==> config.mk <==
export PLATFORM = sky130hd
export DESIGN_NAME = rtc_status_and_clock_output_ctrl
export DESIGN_NICKNAME = d
export VERILOG_FILES = /design/src/rtl/rtc_status_and_clock_output_ctrl.v
export VERILOG_INCLUDE_DIRS = /design/src /design/src/rtl
export SDC_FILE = /design/constraint.sdc
export NUM_CORES = 1
export LEC_CHECK = 0
export BUFFER_PORTS_ARGS = -buffer_cell sky130_fd_sc_hd__buf_2
export CAP_MARGIN = 5
export CORE_MARGIN = 2
export CORE_UTILIZATION = 45
export DETAILED_ROUTE_END_ITERATION = 10
export PLACE_DENSITY = 0.78
export SYNTH_ARGS = -nofsm -noshare
export SYNTH_HDL_FRONTEND = slang
export SYNTH_SLANG_ARGS = --single-unit
==> constraint.sdc <==
create_clock -name clk -period 3.1 [get_ports clk]
set_input_delay 0.155 -clock clk [delete_from_list [all_inputs] [get_ports clk]]
set_output_delay 0.155 -clock clk [all_outputs]
set_load 0.01 [all_outputs]
==> src/rtl/rtc_ctrl_consts.vh <==
// Register indices, field positions, reset values and timing constants of the RTC control block.
`ifndef RTC_CTRL_CONSTS_VH
`define RTC_CTRL_CONSTS_VH

// ==========================================================
// Register indices (byte address is four times the index)
// ==========================================================
`define IDX_EVENT_FLAG_ENABLE_CONTROL 6'h01
`define IDX_POWER_BATTERY_CONTROL 6'h02
`define IDX_CLOCK_OUTPUT_CONTROL 6'h0f

// ==========================================================
// Event flag and enable register fields
// ==========================================================
`define BIT_MINUTE_SECOND_FLAG 7
`define BIT_WATCHDOG_EVENT_FLAG 6
`define BIT_TIMESTAMP_GROUND_FLAG 5
`define BIT_ALARM_FLAG 4
`define BIT_COUNTDOWN_FLAG 3
`define BIT_TIMESTAMP_IRQ_ENABLE 2
`define BIT_ALARM_IRQ_ENABLE 1
`define BIT_COUNTDOWN_IRQ_ENABLE 0

// ==========================================================
// Power and battery register fields
// ==========================================================
`define POS_POWER_MANAGEMENT_SELECT 5
`define BIT_SWITCHOVER_CAPTURE_ENABLE 4
`define BIT_BATTERY_SWITCHOVER_FLAG 3
`define BIT_BATTERY_LOW_FLAG 2
`define BIT_SWITCHOVER_IRQ_ENABLE 1
`define BIT_BATTERY_LOW_IRQ_ENABLE 0

// ==========================================================
// Clock output register fields, their reset values and the power selector reset value
// ==========================================================
`define POS_TEMP_PERIOD_SELECT 6
`define POS_OUTPUT_FREQ_SELECT 0
`define RESET_TEMP_PERIOD_SELECT 2'h0
`define RESET_OUTPUT_FREQ_SELECT 3'h0
`define RESET_POWER_MANAGEMENT_SELECT 3'h0
`define FREQ_SELECT_ONE_HZ 3'h6
`define FREQ_SELECT_DISABLED 3'h7

// ==========================================================
// Timing
// ==========================================================
`define TEMP_PERIOD_4_MIN_SEC 8'd240
`define TEMP_PERIOD_2_MIN_SEC 8'd120
`define TEMP_PERIOD_1_MIN_SEC 8'd60
`define TEMP_PERIOD_30_SEC 8'd30
`endif

==> src/rtl/rtc_status_and_clock_output_ctrl.v <==
// RTC event flags, power and battery control, temperature timing and square-wave output.
`timescale 1ns/10ps
`include "rtc_ctrl_consts.vh"
`default_nettype none

module rtc_status_and_clock_output_ctrl #(
  parameter CLK_HZ = 50000000,
  parameter OSC_HZ = 32768
) (
  input wire clk,
  input wire arst_n,
  input wire [7:0] address,
  input wire read,
  input wire write,
  input wire [3:0] byteenable,
  input wire [31:0] writedata,
  output reg [31:0] readdata,
  output reg waitrequest,
  input wire minute_second_event,
  input wire watchdog_event,
  input wire timestamp_input_pin,
  input wire alarm_event,
  input wire countdown_event,
  input wire switchover_event,
  input wire battery_low,
  output reg irq,
  output reg switchover_capture,
  output reg [2:0] power_management_select,
  output reg temp_measure_start,
  output reg square_wave_out_pin,
  output reg square_wave_out_pin_oe
);

  // ==========================================================
  // Oscillator tick generation
  // ==========================================================
  // The tick runs at twice the oscillator rate so that bit 0 of the
  // divider toggles at the oscillator frequency itself.
  localparam [31:0] STEP = 2 * OSC_HZ;
  localparam [31:0] CLK_W = CLK_HZ;
  localparam [31:0] WRAP_AT = CLK_HZ - 2 * OSC_HZ;

  reg [31:0] phase_acc;
  reg osc_tick;
  reg [15:0] divider;
  reg sec_tick;

  // A phase accumulator keeps the long-term average exact even though
  // the system clock is not a multiple of the oscillator rate.
  always @(posedge clk or negedge arst_n) begin
    if (!arst_n) begin
      phase_acc <= 32'h0;
      osc_tick <= 1'b0;
    end else if (phase_acc >= WRAP_AT) begin
      phase_acc <= phase_acc + STEP - CLK_W;
      osc_tick <= 1'b1;
    end else begin
      phase_acc <= phase_acc + STEP;
      osc_tick <= 1'b0;
    end
  end

  always @(posedge clk or negedge arst_n) begin
    if (!arst_n) begin
      divider <= 16'h0;
      sec_tick <= 1'b0;
    end else begin
      if (osc_tick) begin
        divider <= divider + 16'h0001;
      end
      sec_tick <= osc_tick & (&divider);
    end
  end

  // ==========================================================
  // Register state
  // ==========================================================
  reg minute_second_flag;
  reg watchdog_event_flag;
  reg timestamp_ground_flag;
  reg alarm_flag;
  reg countdown_flag;
  reg timestamp_irq_enable;
  reg alarm_irq_enable;
  reg countdown_irq_enable;
  reg switchover_capture_enable;
  reg battery_switchover_flag;
  reg battery_low_flag;
  reg switchover_irq_enable;
  reg battery_low_irq_enable;
  reg [1:0] temp_period_select;
  reg [2:0] output_freq_select;
  reg ts_pin_prev;

  wire [5:0] reg_index = address[7:2];
  wire bus_req = read | write;
  wire bus_take = bus_req & ~waitrequest;
  wire wr_lane = bus_take & write & byteenable[0];
  wire wr_ctrl2 = wr_lane & (reg_index == `IDX_EVENT_FLAG_ENABLE_CONTROL);
  wire wr_ctrl3 = wr_lane & (reg_index == `IDX_POWER_BATTERY_CONTROL);
  wire wr_square_wave_out_pin = wr_lane & (reg_index == `IDX_CLOCK_OUTPUT_CONTROL);
  wire [7:0] wd = writedata[7:0];
  wire ts_fall = ts_pin_prev & ~timestamp_input_pin;

  // ==========================================================
  // Avalon-MM slave handshake
  // ==========================================================
  // Every access waits exactly one cycle: waitrequest drops for one
  // cycle, and read data are loaded on the edge that drops it.
  reg [7:0] rd_byte;

  always @* begin
    rd_byte = 8'h00;
    case (reg_index)
      `IDX_EVENT_FLAG_ENABLE_CONTROL: begin
        rd_byte = {minute_second_flag, watchdog_event_flag,
          timestamp_ground_flag, alarm_flag, countdown_flag,
          timestamp_irq_enable, alarm_irq_enable, countdown_irq_enable};
      end
      `IDX_POWER_BATTERY_CONTROL: begin
        rd_byte = {power_management_select, switchover_capture_enable,
          battery_switchover_flag, battery_low_flag,
          switchover_irq_enable, battery_low_irq_enable};
      end
      `IDX_CLOCK_OUTPUT_CONTROL: begin
        rd_byte = {temp_period_select, 3'h0, output_freq_select};
      end
      default: begin
        rd_byte = 8'h00;
      end
    endcase
  end

  always @(posedge clk or negedge arst_n) begin
    if (!arst_n) begin
      waitrequest <= 1'b1;
      readdata <= 32'h0;
    end else if (!waitrequest) begin
      waitrequest <= 1'b1;
    end else if (bus_req) begin
      waitrequest <= 1'b0;
      readdata <= read ? {24'h0, rd_byte} : 32'h0;
    end
  end

  // ==========================================================
  // Event flags and interrupt enables
  // ==========================================================
  // A hardware event in the cycle of a clearing write wins, so no
  // event is lost. Writing 1 to a flag leaves it unchanged.
  always @(posedge clk or negedge arst_n) begin
    if (!arst_n) begin
      minute_second_flag <= 1'b0;
      watchdog_event_flag <= 1'b0;
      timestamp_ground_flag <= 1'b0;
      alarm_flag <= 1'b0;
      countdown_flag <= 1'b0;
      timestamp_irq_enable <= 1'b0;
      alarm_irq_enable <= 1'b0;
      countdown_irq_enable <= 1'b0;
      ts_pin_prev <= 1'b1;
    end else begin
      ts_pin_prev <= timestamp_input_pin;
      minute_second_flag <= minute_second_event | (minute_second_flag &
        ~(wr_ctrl2 & ~wd[`BIT_MINUTE_SECOND_FLAG]));
      // Only reset clears the watchdog flag; writes have no effect on it.
      watchdog_event_flag <= watchdog_event_flag | watchdog_event;
      timestamp_ground_flag <= ts_fall | (timestamp_ground_flag &
        ~(wr_ctrl2 & ~wd[`BIT_TIMESTAMP_GROUND_FLAG]));
      alarm_flag <= alarm_event | (alarm_flag &
        ~(wr_ctrl2 & ~wd[`BIT_ALARM_FLAG]));
      countdown_flag <= countdown_event | (countdown_flag &
        ~(wr_ctrl2 & ~wd[`BIT_COUNTDOWN_FLAG]));
      if (wr_ctrl2) begin
        timestamp_irq_enable <= wd[`BIT_TIMESTAMP_IRQ_ENABLE];
        alarm_irq_enable <= wd[`BIT_ALARM_IRQ_ENABLE];
        countdown_irq_enable <= wd[`BIT_COUNTDOWN_IRQ_ENABLE];
      end
    end
  end

  // ==========================================================
  // Power and battery control
  // ==========================================================
  always @(posedge clk or negedge arst_n) begin
    if (!arst_n) begin
      power_management_select <= `RESET_POWER_MANAGEMENT_SELECT;
      switchover_capture_enable <= 1'b0;
      battery_switchover_flag <= 1'b0;
      battery_low_flag <= 1'b0;
      switchover_irq_enable <= 1'b0;
      battery_low_irq_enable <= 1'b0;
      switchover_capture <= 1'b0;
    end else begin
      if (wr_ctrl3) begin
        power_management_select <= wd[`POS_POWER_MANAGEMENT_SELECT +: 3];
        switchover_capture_enable <= wd[`BIT_SWITCHOVER_CAPTURE_ENABLE];
        switchover_irq_enable <= wd[`BIT_SWITCHOVER_IRQ_ENABLE];
        battery_low_irq_enable <= wd[`BIT_BATTERY_LOW_IRQ_ENABLE];
      end
      battery_switchover_flag <= switchover_event | (battery_switchover_flag &
        ~(wr_ctrl3 & ~wd[`BIT_BATTERY_SWITCHOVER_FLAG]));
      // Follows the detector level; writes never reach it.
      battery_low_flag <= battery_low;
      switchover_capture <= switchover_event & switchover_capture_enable;
    end
  end

  // ==========================================================
  // Interrupt output
  // ==========================================================
  // The minute/second flag has its enables elsewhere, so it is taken
  // as enabled whenever it is set. The watchdog flag cannot be cleared
  // and is kept off the line, or the line would stay stuck.
  always @(posedge clk or negedge arst_n) begin
    if (!arst_n) begin
      irq <= 1'b0;
    end else begin
      irq <= minute_second_flag |
        (timestamp_ground_flag & timestamp_irq_enable) |
        (alarm_flag & alarm_irq_enable) |
        (countdown_flag & countdown_irq_enable) |
        (battery_switchover_flag & switchover_irq_enable) |
        (battery_low_flag & battery_low_irq_enable);
    end
  end

  // ==========================================================
  // Clock output control register
  // ==========================================================
  always @(posedge clk or negedge arst_n) begin
    if (!arst_n) begin
      temp_period_select <= `RESET_TEMP_PERIOD_SELECT;
      output_freq_select <= `RESET_OUTPUT_FREQ_SELECT;
    end else if (wr_square_wave_out_pin) begin
      temp_period_select <= wd[`POS_TEMP_PERIOD_SELECT +: 2];
      output_freq_select <= wd[`POS_OUTPUT_FREQ_SELECT +: 3];
    end
  end

  // ==========================================================
  // Temperature measurement timing
  // ==========================================================
  reg [7:0] period_sec;
  reg [7:0] sec_count;
  reg start_pending;

  always @* begin
    case (temp_period_select)
      2'h0: period_sec = `TEMP_PERIOD_4_MIN_SEC;
      2'h1: period_sec = `TEMP_PERIOD_2_MIN_SEC;
      2'h2: period_sec = `TEMP_PERIOD_1_MIN_SEC;
      2'h3: period_sec = `TEMP_PERIOD_30_SEC;
      default: period_sec = `TEMP_PERIOD_4_MIN_SEC;
    endcase
  end

  // The greater-or-equal compare lets a shorter period take effect at
  // once instead of waiting for the counter to wrap.
  always @(posedge clk or negedge arst_n) begin
    if (!arst_n) begin
      sec_count <= 8'h0;
      start_pending <= 1'b1;
      temp_measure_start <= 1'b0;
    end else begin
      start_pending <= 1'b0;
      temp_measure_start <= start_pending;
      if (sec_tick) begin
        if (sec_count >= period_sec - 8'h01) begin
          sec_count <= 8'h0;
          temp_measure_start <= 1'b1;
        end else begin
          sec_count <= sec_count + 8'h01;
        end
      end
    end
  end

  // ==========================================================
  // Square-wave output
  // ==========================================================
  // Every divider bit toggles on a tick edge, so all divided rates are
  // 50:50. The top rate inherits the tick's jitter, which is why it is
  // a poor reference for frequency measurements.
  reg wave;

  always @* begin
    case (output_freq_select)
      3'h0: wave = divider[0];
      3'h1: wave = divider[1];
      3'h2: wave = divider[2];
      3'h3: wave = divider[3];
      3'h4: wave = divider[4];
      3'h5: wave = divider[5];
      `FREQ_SELECT_ONE_HZ: wave = divider[15];
      default: wave = 1'b1;
    endcase
  end

  // Open drain: the pin only ever pulls low; a high level and the
  // disabled state both release it.
  always @(posedge clk or negedge arst_n) begin
    if (!arst_n) begin
      square_wave_out_pin <= 1'b0;
      square_wave_out_pin_oe <= 1'b0;
    end else begin
      square_wave_out_pin <= 1'b0;
      square_wave_out_pin_oe <= (output_freq_select != `FREQ_SELECT_DISABLED) & ~wave;
    end
  end

endmodule
`default_nettype wire

# After elaboration in Yosys (flattened, before gate mapping)
# Cells that the tools add are included.
# op_classes
magnitude_cmp	2
n_bitwise	49
muxes	11
n_eq_ne	13
n_reduce_logical	4
addsub	5
# ops
cell	count
32-bit by 17-bit adder with 32-bit output (second input constant)	1
32-bit by 26-bit greater-or-equal comparator with 1-bit output (second input constant)	1
32-bit two-way mux	1
8-bit one-hot mux with 4 select lines	1
32-bit by 26-bit subtractor with 32-bit output (second input constant)	1
1-bit bitwise AND	25
8-bit one-hot mux with 3 select lines	1
16-bit by 1-bit adder with 16-bit output (second input constant)	1
8-bit two-way mux	2
16-bit AND reduction	1
1-bit NOT	12
1-bit bitwise OR	12
3-bit == test (second input constant)	3
8-bit by 1-bit adder with 8-bit output (second input constant)	1
8-bit greater-or-equal comparator	1
8-bit by 1-bit subtractor with 8-bit output (second input constant)	1
1-bit one-hot mux with 7 select lines	1
3-bit by 2-bit == test with 1-bit output (second input constant)	2
6-bit by 1-bit == test with 1-bit output (second input constant)	1
6-bit by 2-bit == test with 1-bit output (second input constant)	1
6-bit by 4-bit == test with 1-bit output (second input constant)	1
1-bit two-way mux	5
2-bit == test (second input constant)	2
3-bit by 1-bit == test with 1-bit output (second input constant)	1
5 further kinds	5
# word_totals
out_inout_bits	41
elab_cells	113
in_bits	55
ff_bits	118

# Depth between registers and ports, before layout
# Gate-level depths: netlist of run 1.
# logic_depth
word_depth	9
mapped_depth	9
ltp_nobuf	8

# Worst setup path before layout of run 1
# Ideal clock, no wire load.
# synth_timing
path_type	flip-flop to flip-flop
start	reg phase_acc[17]
end	reg phase_acc[30]
period_less_slack_ns	2.142
path_buffers	1
arrival_ns	2.016
t_required_ns	2.973
slack_ns	0.958
setup_time_ns	0.127
path_stages_with_launch	9
cell_sequence	dfrtp_1 -> ha_1 -> and2_1 -> buf_6 -> nand3_4 -> or3_1 -> a2111oi_2 -> nor3_1 -> xnor2_1
# synth_via
elab_chain_cells	3
elab_cells_between_ends	4
cone_classes	add/sub (2); order compare (1); mux (1)
# synth_lines
element	line	source
from (decl)	rtc_status_and_clock_output_ctrl.v:43	reg [31:0] phase_acc;
from (signal assigned)	rtc_status_and_clock_output_ctrl.v:55	phase_acc <= phase_acc + STEP - CLK_W;
from (signal assigned)	rtc_status_and_clock_output_ctrl.v:58	phase_acc <= phase_acc + STEP;
32-bit by 17-bit adder with 32-bit output	rtc_status_and_clock_output_ctrl.v:55, rtc_status_and_clock_output_ctrl.v:58	
32-bit by 26-bit subtractor with 32-bit output	rtc_status_and_clock_output_ctrl.v:55	
32-bit two-way mux (*)	rtc_status_and_clock_output_ctrl.v:54	end else if (phase_acc >= WRAP_AT) begin
# Every way passes the cells marked *; elsewhere a longest branch is shown, timed or not.
# A chain may end at the register's enable or synchronous reset.

# Worst setup path after layout of run 1
# layout_timing
start	reg phase_acc[16]
end	reg phase_acc[31]
# The elaborated chain is that of the path after synthesis.

==> results of run 1 <==
[cell type report]
cell class | count | area (sq um)
Clock buffer | 9 | 124
Clock inverter | 7 | 85.1
Fill cell | 935 | 5080
Inverter | 14 | 52.6
Multi-Input combinational cell | 350 | 2440
Sequential cell | 87 | 2180
Tap cell | 136 | 170
Timing Repair Buffer | 49 | 285
[Yosys cell counts (3+ instances only)]
master,n
a31oi_1,3
dfrtp_1,84
o21ai_0,21
a21oi_1,12
nor4_1,8
nand3_1,15
and2_1,8
nor2b_1,3
xor2_1,19
a211oi_1,11
a21o_1,5
inv_1,14
mux2_2,15
nor2_1,23
clkbuf_1,6
ha_1,14
a22oi_1,5
nand4_1,14
nor3_1,4
buf_6,4
buf_4,27
and3_1,7
nand2b_1,6
dfstp_2,3
nand2_1,36
nand3b_1,3
a222oi_1,5
xnor2_1,39
[sequential cells by signal (all words and copies together) (netlist names), 2 cells and up]
| signal | flops |
|---|---|
| phase_acc | 25 |
| divider | 16 |
| readdata | 8 |
| sec_count | 8 |
| output_freq_select | 3 |
| power_management_select | 3 |
| temp_period_select | 2 |
[repair_timing]
item | in CTS | in global routing
hold endpoints to repair | 8 | 0
hold buffers | 7 | 0
resized for setup | 0 | 0
[cells in the final DEF, fill, tap and decap left out, types with 6 or more instances in the layout]
cell,n
dfrtp_1,84
buf_2,40
xnor2_1,39
nand2_1,36
conb_1,26
nor2_1,23
o21ai_0,21
xor2_1,19
mux2_2,15
nand3_1,15
nand4_1,14
inv_1,14
ha_1,14
a21oi_1,12
a211oi_1,11
clkbuf_8,9
nor4_1,8
and2_1,8
and3_1,7
dlygate4sd3_1,7
nand2b_1,6
[worst max path at each step]
stage	startpoint	to	slack, ns
after floorplan	phase_acc[17]	phase_acc[30]	0.96
final	phase_acc[16]	phase_acc[31]	0.43
after global placement	phase_acc[16]	phase_acc[31]	0.54
after global routing	phase_acc[16]	phase_acc[31]	0.25
after detailed placement	phase_acc[16]	phase_acc[31]	0.50
after CTS	phase_acc[16]	phase_acc[31]	0.49
[where the power goes]
group / switching [mW] / total [mW] / internal [mW] / leakage (nW)
Combinational: 0.0618 / 0.0982 / 0.0364 / 1.24
Sequential: 0.0120 / 1.16 / 1.15 / 1.14
Clock: 0.435 / 0.824 / 0.389 / 0.100
[cell families (layout without fill, tap and decap cells)]
family,after synthesis,after routing,share of synthesized area
compound gates,84,84,0.122
mux,18,18,0.0435
buf+inv,53,79,0.0685
xor+xnor,58,58,0.105
fa+ha+maj,14,14,0.0361
other cells,1,26,0.000772
flops,87,87,0.449
simple gates,150,150,0.175
[layer usage]
layer  global-route usage  up-vias  share of wire
met2                0.296       94           0.50
li1                     -     1706              -
met4               0.0449        0          0.012
met3               0.0472       13          0.047
met5                    0        -              0
met1                0.213     1749           0.44
[critical path: stages, from the launching register on]
cell      delay [ns]
dfrtp_1         0.57
ha_1            0.39
and2_1          0.33
nand3_4         0.13
or4_1           0.48
a211oi_1        0.37
nor4b_1         0.13
xnor2_1         0.14
==> results by group, run 1 <==
Global route
  – Grt ovf: 0
  – Initial antenna violation count: 0
  – First-pass GRT wire length: 16200 microns
  – Vias in the first global route: 3600
  – Largest net degree at the start of global routing: 88
  – GRT Total Usage: 0.172

Power and ir drop
  – Power Total: 2.08 mW
  – Leak pwr: 2.48 nW
  – Pwr Density: 391 mW/mm^2
  – Peak VDD IR: 0.217 mV

Clock tree
  – Total CTS buffers: 9
  – CTS tree: yes
  – H-tree Lvls: 3
  – Clk Latency, worst-skew pair: 0.36 ns
  – CTS Buffer Depth: 2
  – Clk sink count: 87
  – Setup bufs post-CTS: 0
  – Clock Root Buffer: clkbuf_8
  – Clock transition at the registers of the reported paths: 0.10 ns

Worst setup path
  – Reg-to-Reg End: phase_acc[31]
  – Worst EP required: 3.33 ns
  – Startpoint Class: flip-flop
  – Critical R2R Launch: phase_acc[16]
  – R2r setup slk: 0.43 ns
  – Register-to-Register Path Depth: 7
  – Setup CP Type: reg2reg
  – Crit path max fanout: 12
  – Crit path arrival time: 2.91 ns
  – Crit. End Element: flip-flop

Floorplanning
  – Initial core utilization: 0.466
  – Die Footprint: 0.0116 sq mm
  – CORE AREA: 0.0104 sq mm
  – I/O pin total: 96
  – Die Wd: 108 microns
  – Die Height: 108 microns
  – Num rows: 37

Routing
  – Initial DRC Count: 196
  – Via count: 3562
  – Pre-antenna DRT Iters: 4
  – Routed Antenna Nets: 0
  – DRC: 0
  – WL/cell: 14.2 microns
  – Detail-routed via count per cell: 5.46
  – Total Wirelength: 9250 microns

Placed design
  – Final HPWL DP: 6660 microns
  – GPL Wtd Cong: 0.935
  – Placed Instance Area: 0.00505 sq mm
  – Port buffer count: 41
  – Pre-CTS setup slack: 0.500 ns
  – Post-placement cell count: 629

Timing
  – Final setup skew: 0.0112 ns
  – Final setup margin: 0.426 ns
  – Unrepaired setup endpoints after global routing: no
  – Slew Viols, Final: 0
  – Period minus WS final: 2.67 ns
  – Final worst path period share: 0.863
  – Headroom to the max-slew limit: 0.302
  – Tightest Pin Transition: 1.05 ns
  – Final Hold Fails: 30
  – Final setup vio count: 0
  – Fmax: 374 MHz
  – WHS: -0.0248 ns
  – Setup TNS: 0 ns

Logic synthesis
  – Netlist cell types: 68
  – Post-synth top area share: 0.433
  – Synth Register Bits: 87
  – Area leader, netlist: dfrtp_1
  – Synth Area per Inst: 10.4 sq um
  – Post-Syn Area: 0.00486 sq mm
  – Post-synth EDFFs: 0
  – FFs w/ async S/R, synth: 1.00
  – YS warnings: 0
  – Seq/Total Area, Yosys: 0.449
  – Synth Flop Type: dfrtp_1
  – Top cells by area, synth: dfrtp_1 43%, xnor2_1 7.0%, buf_4 4.2%, ha_1 3.6%, mux2_2 3.5%
  – Mapped Cells: 465

Layout
  – Layout cell share with drive strength beyond 1: 0.180
  – Synth-to-Final Area Change: 9.84%
  – # diodes: 0
  – Fin util: 0.512
  – Post-Layout Cell Count: 652
  – Fin area: 0.00533 sq mm
  – Layout Nets: 580

Outcome
  – Violated checks: hold timing
  – Status: complete, but fails checks

Hold path
  – Hold Crit Class: in2async

Run
  – Max Cap Violations: 0
Power figures use the tool's default switching activity.
==> inputs of run 2 (changes only) <==
==> constraint.sdc (replaced) <==
create_clock -name clk -period 2.6 [get_ports clk]
set_input_delay 0.13 -clock clk [delete_from_list [all_inputs] [get_ports clk]]
set_output_delay 0.13 -clock clk [all_outputs]
set_load 0.01 [all_outputs]
==> run 2 against run 1 <==
- the run now ends clean
- combinational power up 29%
- sequential share of layout area down 0.63 points
- count of clock-buffer cells in the layout unchanged
- clock power up 21%
- final cell count up 1.1%
- core utilization up 0.80 points
- worst setup slack worse by 0.23 ns
- largest cell class unchanged
==> results by group, run 2 (synthesis gave the netlist of run 1 again) <==
Layout
  – Max FFs per register: 25 (unchanged)
  – Most frequent cells in the layout: 84 x dfrtp_1, 40 x buf_2, 39 x xnor2_1
  – # diodes: 0 (unchanged)
  – # fillers: 913 (-2.4%)
  – Layout cell share with drive strength beyond 1: 0.189 (+0.00906)
  – Most flop-heavy register: phase_acc
  – Layout Nets: 587 (+1.2%)
  – Area of all sequential standard cells: 0.00218 sq mm (unchanged)
  – Synth-to-Final Area Change: 11.6%
  – Fin util: 0.520 (+0.00805)
  – Commonest non-fill, non-tap cell in the layout: dfrtp_1
  – Multi-input logic area: 0.00245 sq mm (+0.41%)
  – Biggest regs: phase_acc (25), divider (16)

Worst setup path
  – Crit path max fanout: 9 (-3)
  – Register-to-Register Path Depth: 7 (unchanged)
  – Startpoint Class: flip-flop
  – Setup CP Type: reg2reg
  – Crit. End Element: flip-flop
  – Worst-path cell chain: ha_2 -> nand2_1 -> nor4_1 -> o32ai_2 -> a211oi_1 -> nor2_1 -> xnor2_1
  – R2r setup slk: 0.19 ns (-0.23 ns)
  – Critical R2R Launch: phase_acc[17]
  – WP depth: 7 (unchanged)
  – Crit path arrival time: 2.65 ns (-0.26 ns)
  – Crit path max-delay family: simple AND/OR/NAND/NOR gates
  – Worst Path Buf+Inv: 0 (unchanged)
  – Start point of the critical path: phase_acc[17]
  – Reg-to-Reg End: phase_acc[27]
  – Setup crit end: phase_acc[27]
  – Slowest CP cell: dfrtp_1
  – Worst EP required: 2.84 ns (-0.49 ns)
  – Critical Path Max Stage Delay: 0.51 ns (-0.06 ns)

Routing
  – Initial DRC Count: 216 (+10%)
  – Pre-antenna DRT Iters: 6 (+2)
  – Total Wirelength: 9430 microns (+2.0%)
  – Routed Antenna Nets: 0 (unchanged)
  – Via count: 3607 (+1.3%)
  – WL/cell: 14.3 microns (+0.90%)
  – Detail-routed via count per cell: 5.47 (+0.19%)
  – DRC: 0 (unchanged)

Timing
  – Slew Viols, Final: 0 (unchanged)
  – Final setup vio count: 0 (unchanged)
  – Tightest Pin Transition: 0.847 ns (-0.201 ns)
  – Unrepaired setup endpoints after global routing: no
  – Final Hold Fails: 0 (-100%)
  – Final setup skew: 0.00855 ns (-0.00261 ns)
  – Period minus WS final: 2.41 ns (-0.266 ns)
  – Setup TNS: 0 ns (unchanged)
  – Headroom to the max-slew limit: 0.427 (+0.125)
  – Fmax: 415 MHz (+11%)
  – Final worst path period share: 0.926 (+0.0635)

Power and ir drop
  – Gate power share: 0.050 (+0.003)
  – Peak VDD IR: 0.241 mV (+11%)
  – Switching power: 0.624 mW (+23%)
  – Leak pwr: 2.52 nW (+1.6%)
  – Sequential share of power: 0.551 (-0.006)
  – Clock power frac: 0.398 (+0.003)
  – Internal power: 1.89 mW (+20%)
  – Pwr Density: 464 mW/mm^2 (+19%)
  – Switching Fraction: 0.248 (+0.00422)

Global route
  – Initial antenna violation count: 0 (unchanged)
  – First-pass GRT wire length: 16600 microns (+2.6%)
  – Largest net degree at the start of global routing: 60 (-32%)
  – Grt ovf: 0 (unchanged)
  – Vias in the first global route: 3574 (-0.72%)
  – GRT Total Usage: 0.178 (+0.00571)

Floorplanning
  – Die Footprint: 0.0116 sq mm (unchanged)
  – CORE AREA: 0.0104 sq mm (unchanged)
  – Die Wd: 108 microns (unchanged)
  – I/O pin total: 96 (unchanged)
  – Die Height: 108 microns (unchanged)
  – Initial core utilization: 0.466 (unchanged)
  – Num rows: 37 (unchanged)

Clock tree
  – CTS tree: yes
  – Clock transition at the registers of the reported paths: 0.09 ns (about the same)
  – H-tree Lvls: 3 (unchanged)
  – Clk sink count: 87 (unchanged)
  – Clk Latency, worst-skew pair: 0.36 ns (about the same)
  – Total CTS buffers: 9 (unchanged)
  – Setup bufs post-CTS: 0 (unchanged)
  – Clock Root Buffer: clkbuf_8
  – CTS Buffer Depth: 2 (unchanged)

Outcome
  – Status: finished clean

Placed design
  – GPL Wtd Cong: 0.963 (+3.0%)
  – Port buffer count: 41 (unchanged)
  – Final HPWL DP: 6870 microns (+3.1%)

Hold path
  – Hold Crit Class: in2reg
  – Hold_sp: writedata[4]

Run
  – Max Cap Violations: 0 (unchanged)
[run 2: cell count changes in the layout (fill, tap and decap cells not counted), sizes merged]
cell         delta
buf             +4
clkinvlp        -1
dlygate4sd3     +3
inv             +1
[run 2: layer usage]
metal / GRT usage / vias to the layer above / routed length (microns) / share of wire
li1: - / 1715 / - / -
met1: 0.228 / 1766 / 4150 / 0.44
met3: 0.0424 / 11 / 536 / 0.057
met4: 0.0495 / 0 / 93 / 0.0099
met5: 0 / - / 0 / 0
met2: 0.300 / 115 / 4650 / 0.49
[run 2: power by group through the flow]
stage | Combinational, mW | Clock, mW | Sequential (mW)
floorplan | 0.0745 | 0 | 1.41
global placement | 0.112 | 0 | 1.41
detailed placement | 0.117 | 0 | 1.41
CTS | 0.127 | 1.03 | 1.39
global route | 0.145 | 1.09 | 1.39
finish | 0.127 | 1.00 | 1.39
[run 2: what timing repair did]
action | 4_1_cts | 5_1_grt
hold buffers | 9 | 1
resized for setup | 0 | 3
hold endpoints to repair | 65 | 1
endpoints found under the setup margin | 0 | 4
[run 2: how the worst min path moves through the flow]
stage | endpoint | slack (ns) | cells after the start
global route | switchover_capture_enable | 0.01 | 2
floorplan | alarm_flag | -0.17 | 0
global placement | sec_count[3] | 0.24 | 1
detailed placement | sec_count[5] | 0.25 | 1
finish | switchover_capture_enable | 0.03 | 2
CTS | power_management_select[0] | 0.01 | 2
[run 2: worst reg2reg max path: stages, from the launching register on]
cell,delay (ns)
dfrtp_1,0.51
ha_2,0.33
nand2_1,0.20
nor4_1,0.40
o32ai_2,0.22
a211oi_1,0.37
nor2_1,0.12
xnor2_1,0.15
[run 2: area by class of cell]
cell class	instances	share of cell area
Timing Repair Buffer	56	0.0661
Inverter	14	0.00970
Clock inverter	7	0.0159
Clock buffer	9	0.0229
Multi-Input combinational cell	350	0.452
Tap cell	136	0.0314
Sequential cell	87	0.403
[run 2: metrics by stage]
stage | hold WS (ns) | setup WS (ns) | area (sq um) | power (mW) | std cells
after floorplan | -0.166 | 0.458 | 4950 | 1.49 | 490
after global placement | 0.239 | 0.214 | 5100 | 1.52 | 633
after detailed placement | 0.249 | 0.187 | 5100 | 1.53 | 633
after CTS | 0.0101 | 0.147 | 5400 | 2.54 | 658
after global routing | 0.0103 | 0.0132 | 5420 | 2.62 | 659
final | 0.0281 | 0.192 | 5420 | 2.51 | 659
==> inputs of run 3 (changes only) <==
--- a/config.mk
+++ b/config.mk
@@ -9,9 +9,9 @@
 export BUFFER_PORTS_ARGS = -buffer_cell sky130_fd_sc_hd__buf_2
 export CAP_MARGIN = 5
 export CORE_MARGIN = 2
-export CORE_UTILIZATION = 45
+export CORE_UTILIZATION = 55
 export DETAILED_ROUTE_END_ITERATION = 10
-export PLACE_DENSITY = 0.78
+export PLACE_DENSITY = 0.91
 export SYNTH_ARGS = -nofsm -noshare
 export SYNTH_HDL_FRONTEND = slang
 export SYNTH_SLANG_ARGS = --single-unit
==> run 3 against run 2 <==
- sequential cell count unchanged
- total power down 0.47%
- critical endpoint is now phase_acc[31]
- critical path depth up 1
- core utilization up 10 points
- clock skew up 0.0051 ns
- worst hold slack worse by 0.0020 ns
- first-iteration DRC count down 31%
- via count up 1.1%
- non-clock buffer count down 1
- largest cell class unchanged
- critical path type unchanged
==> results by group, run 3 (synthesis gave the netlist of run 1 again) <==
Floorplanning
  – Initial core utilization: 0.562 (+0.0961)
  – Die Wd: 98.0 microns (-9.2%)
  – Num rows: 34 (-8.1%)
  – Die Footprint: 0.00960 sq mm (-18%)
  – I/O pin total: 96 (unchanged)
  – CORE AREA: 0.00864 sq mm (-17%)
  – Die Height: 98.0 microns (-9.2%)

Layout
  – Most frequent cells in the layout: 84 x dfrtp_1, 40 x buf_2, 39 x xnor2_1
  – Max FFs per register: 25 (unchanged)
  – Most flop-heavy register: phase_acc
  – Synth-to-Final Area Change: 10.2%
  – Biggest regs: phase_acc (25), divider (16)
  – Fin util: 0.620 (+0.0996)
  – Layout cell share with drive strength beyond 1: 0.190 (+0.000363)
  – # diodes: 0 (unchanged)
  – Layout Nets: 586 (-0.17%)
  – Commonest non-fill, non-tap cell in the layout: dfrtp_1
  – # fillers: 689 (-25%)

Global route
  – Vias in the first global route: 3741 (+4.7%)
  – First-pass GRT wire length: 16900 microns (+2.0%)
  – Initial antenna violation count: 0 (unchanged)
  – GRT Total Usage: 0.212 (+0.0337)
  – Largest net degree at the start of global routing: 88 (+47%)
  – Grt ovf: 0 (unchanged)

Power and ir drop
  – Leak pwr: 2.51 nW (-0.13%)
  – Pwr Density: 467 mW/mm^2 (+0.77%)
  – Gate power share: 0.048 (-0.002)
  – Peak VDD IR: 0.372 mV (+54%)
  – Internal power: 1.90 mW (+0.70%)
  – Switching Fraction: 0.240 (-0.00882)
  – Switching power: 0.599 mW (-4.0%)
  – Clock power frac: 0.398 (about the same)
  – Sequential share of power: 0.554 (+0.003)

Clock tree
  – Setup bufs post-CTS: 0 (unchanged)
  – Clock Root Buffer: clkbuf_8
  – H-tree Lvls: 3 (unchanged)
  – Total CTS buffers: 9 (unchanged)
  – Clock transition at the registers of the reported paths: 0.10 ns (about the same)
  – CTS tree: yes
  – Clk Latency, worst-skew pair: 0.36 ns (about the same)
  – CTS Buffer Depth: 2 (unchanged)
  – Clk sink count: 87 (unchanged)

Timing
  – Fmax: 413 MHz (-0.65%)
  – Final worst path period share: 0.932 (+0.00609)
  – Unrepaired setup endpoints after global routing: no
  – Final setup skew: 0.0137 ns (+0.00512 ns)
  – Setup TNS: 0 ns (unchanged)
  – Final Hold Fails: 0 (unchanged)
  – Headroom to the max-slew limit: 0.294 (-0.133)
  – Slew Viols, Final: 0 (unchanged)
  – Tightest Pin Transition: 1.06 ns (+0.212 ns)
  – Period minus WS final: 2.42 ns (+0.0158 ns)
  – Final setup vio count: 0 (unchanged)

Routing
  – Routed Antenna Nets: 0 (unchanged)
  – WL/cell: 15.5 microns (+8.4%)
  – Via count: 3647 (+1.1%)
  – Pre-antenna DRT Iters: 5 (-1)
  – Total Wirelength: 9770 microns (+3.6%)
  – Detail-routed via count per cell: 5.79 (+5.8%)
  – Initial DRC Count: 149 (-31%)
  – DRC: 0 (unchanged)

Worst setup path
  – Critical Path Max Stage Delay: 0.55 ns (+0.04 ns)
  – Setup CP Type: reg2reg
  – Worst EP required: 2.82 ns (-0.02 ns)
  – Crit path max fanout: 6 (-3)
  – Crit. End Element: flip-flop
  – Startpoint Class: flip-flop
  – Worst-path cell chain: buf_4 -> inv_1 -> ha_1 -> a2111oi_0 -> o31ai_1 -> a211oi_1 -> nor4b_1 -> xnor2_1
  – Slowest CP cell: a2111oi_0
  – Crit path arrival time: 2.65 ns (about the same)
  – Worst Path Buf+Inv: 2 (+2)
  – Crit path max-delay family: compound AO/OA/AOI/OAI gates

Placed design
  – Final HPWL DP: 6850 microns (-0.20%)
  – Port buffer count: 41 (unchanged)
  – GPL Wtd Cong: 0.935 (-3.0%)

Run
  – Max Cap Violations: 0 (unchanged)

Hold path
  – Hold Crit Class: in2reg

Outcome
  – Status: finished clean
[run 3: per-stage QoR]
stage / cell area [sq um] / worst slack [ns] / power [mW] / instances / hold slack, ns
global route: 5350 / 0.00244 / 2.61 / 630 / 0.0123
detailed placement: 5060 / 0.209 / 1.52 / 606 / 0.252
finish: 5350 / 0.176 / 2.50 / 630 / 0.0260
global placement: 5060 / 0.293 / 1.52 / 606 / 0.245
floorplan: 4950 / 0.458 / 1.49 / 490 / -0.166
CTS: 5350 / 0.193 / 2.53 / 630 / 0.00773
[run 3: power by group through the flow]
stage | combinational (mW) | clock, mW | sequential, mW
global route | 0.137 | 1.08 | 1.39
CTS | 0.122 | 1.03 | 1.39
global placement | 0.107 | 0 | 1.41
detailed placement | 0.112 | 0 | 1.41
finish | 0.121 | 0.994 | 1.39
floorplan | 0.0745 | 0 | 1.41
[run 3: worst paths after layout]
check / from / to / slack, ns / cells after the start
setup / recovery: phase_acc[16] / phase_acc[31] / 0.18 / 8
hold / removal: writedata[6] / power_management_select[1] / 0.03 / 2
setup reg to reg: phase_acc[16] / phase_acc[31] / 0.18 / 8
hold reg to reg: divider[14] / divider[14] / 0.47 / 1
max in group asynchronous: arst_n / phase_acc[7] / 1.42 / 2
min in group asynchronous: arst_n / temp_period_select[0] / 0.52 / 2
[run 3: metal layers]
| layer | vias to the layer above | share of wire | global-route usage |
|---|---|---|---|
| met4 | 0 | 0.016 | 0.0726 |
| met1 | 1787 | 0.42 | 0.264 |
| met5 | - | 0 | 0 |
| met3 | 17 | 0.054 | 0.0523 |
| li1 | 1717 | - | - |
| met2 | 126 | 0.51 | 0.360 |
[run 3: repair_timing]
item	4_1_cts	5_1_grt
gates resized for setup	0	1
endpoints found under the hold margin	17	0
hold buffers	8	0
endpoints found under the setup margin	0	2
[run 3: worst register-to-register path: stages, from the launching register on]
cell       delay, ns
dfrtp_1         0.39
buf_4           0.16
inv_1           0.05
ha_1            0.32
a2111oi_0       0.55
o31ai_1         0.23
a211oi_1        0.32
nor4b_1         0.12
xnor2_1         0.16
[run 3: final cells by class]
cell class	count	area, sq um	share of cell area
timing repair buffer	55	333	0.0622
inverter	14	52.6	0.00982
multi-input combinational	350	2440	0.456
sequential	87	2180	0.408
clock buffer	10	138	0.0257
clock inverter	6	73.8	0.0138
tap	108	135	0.0253
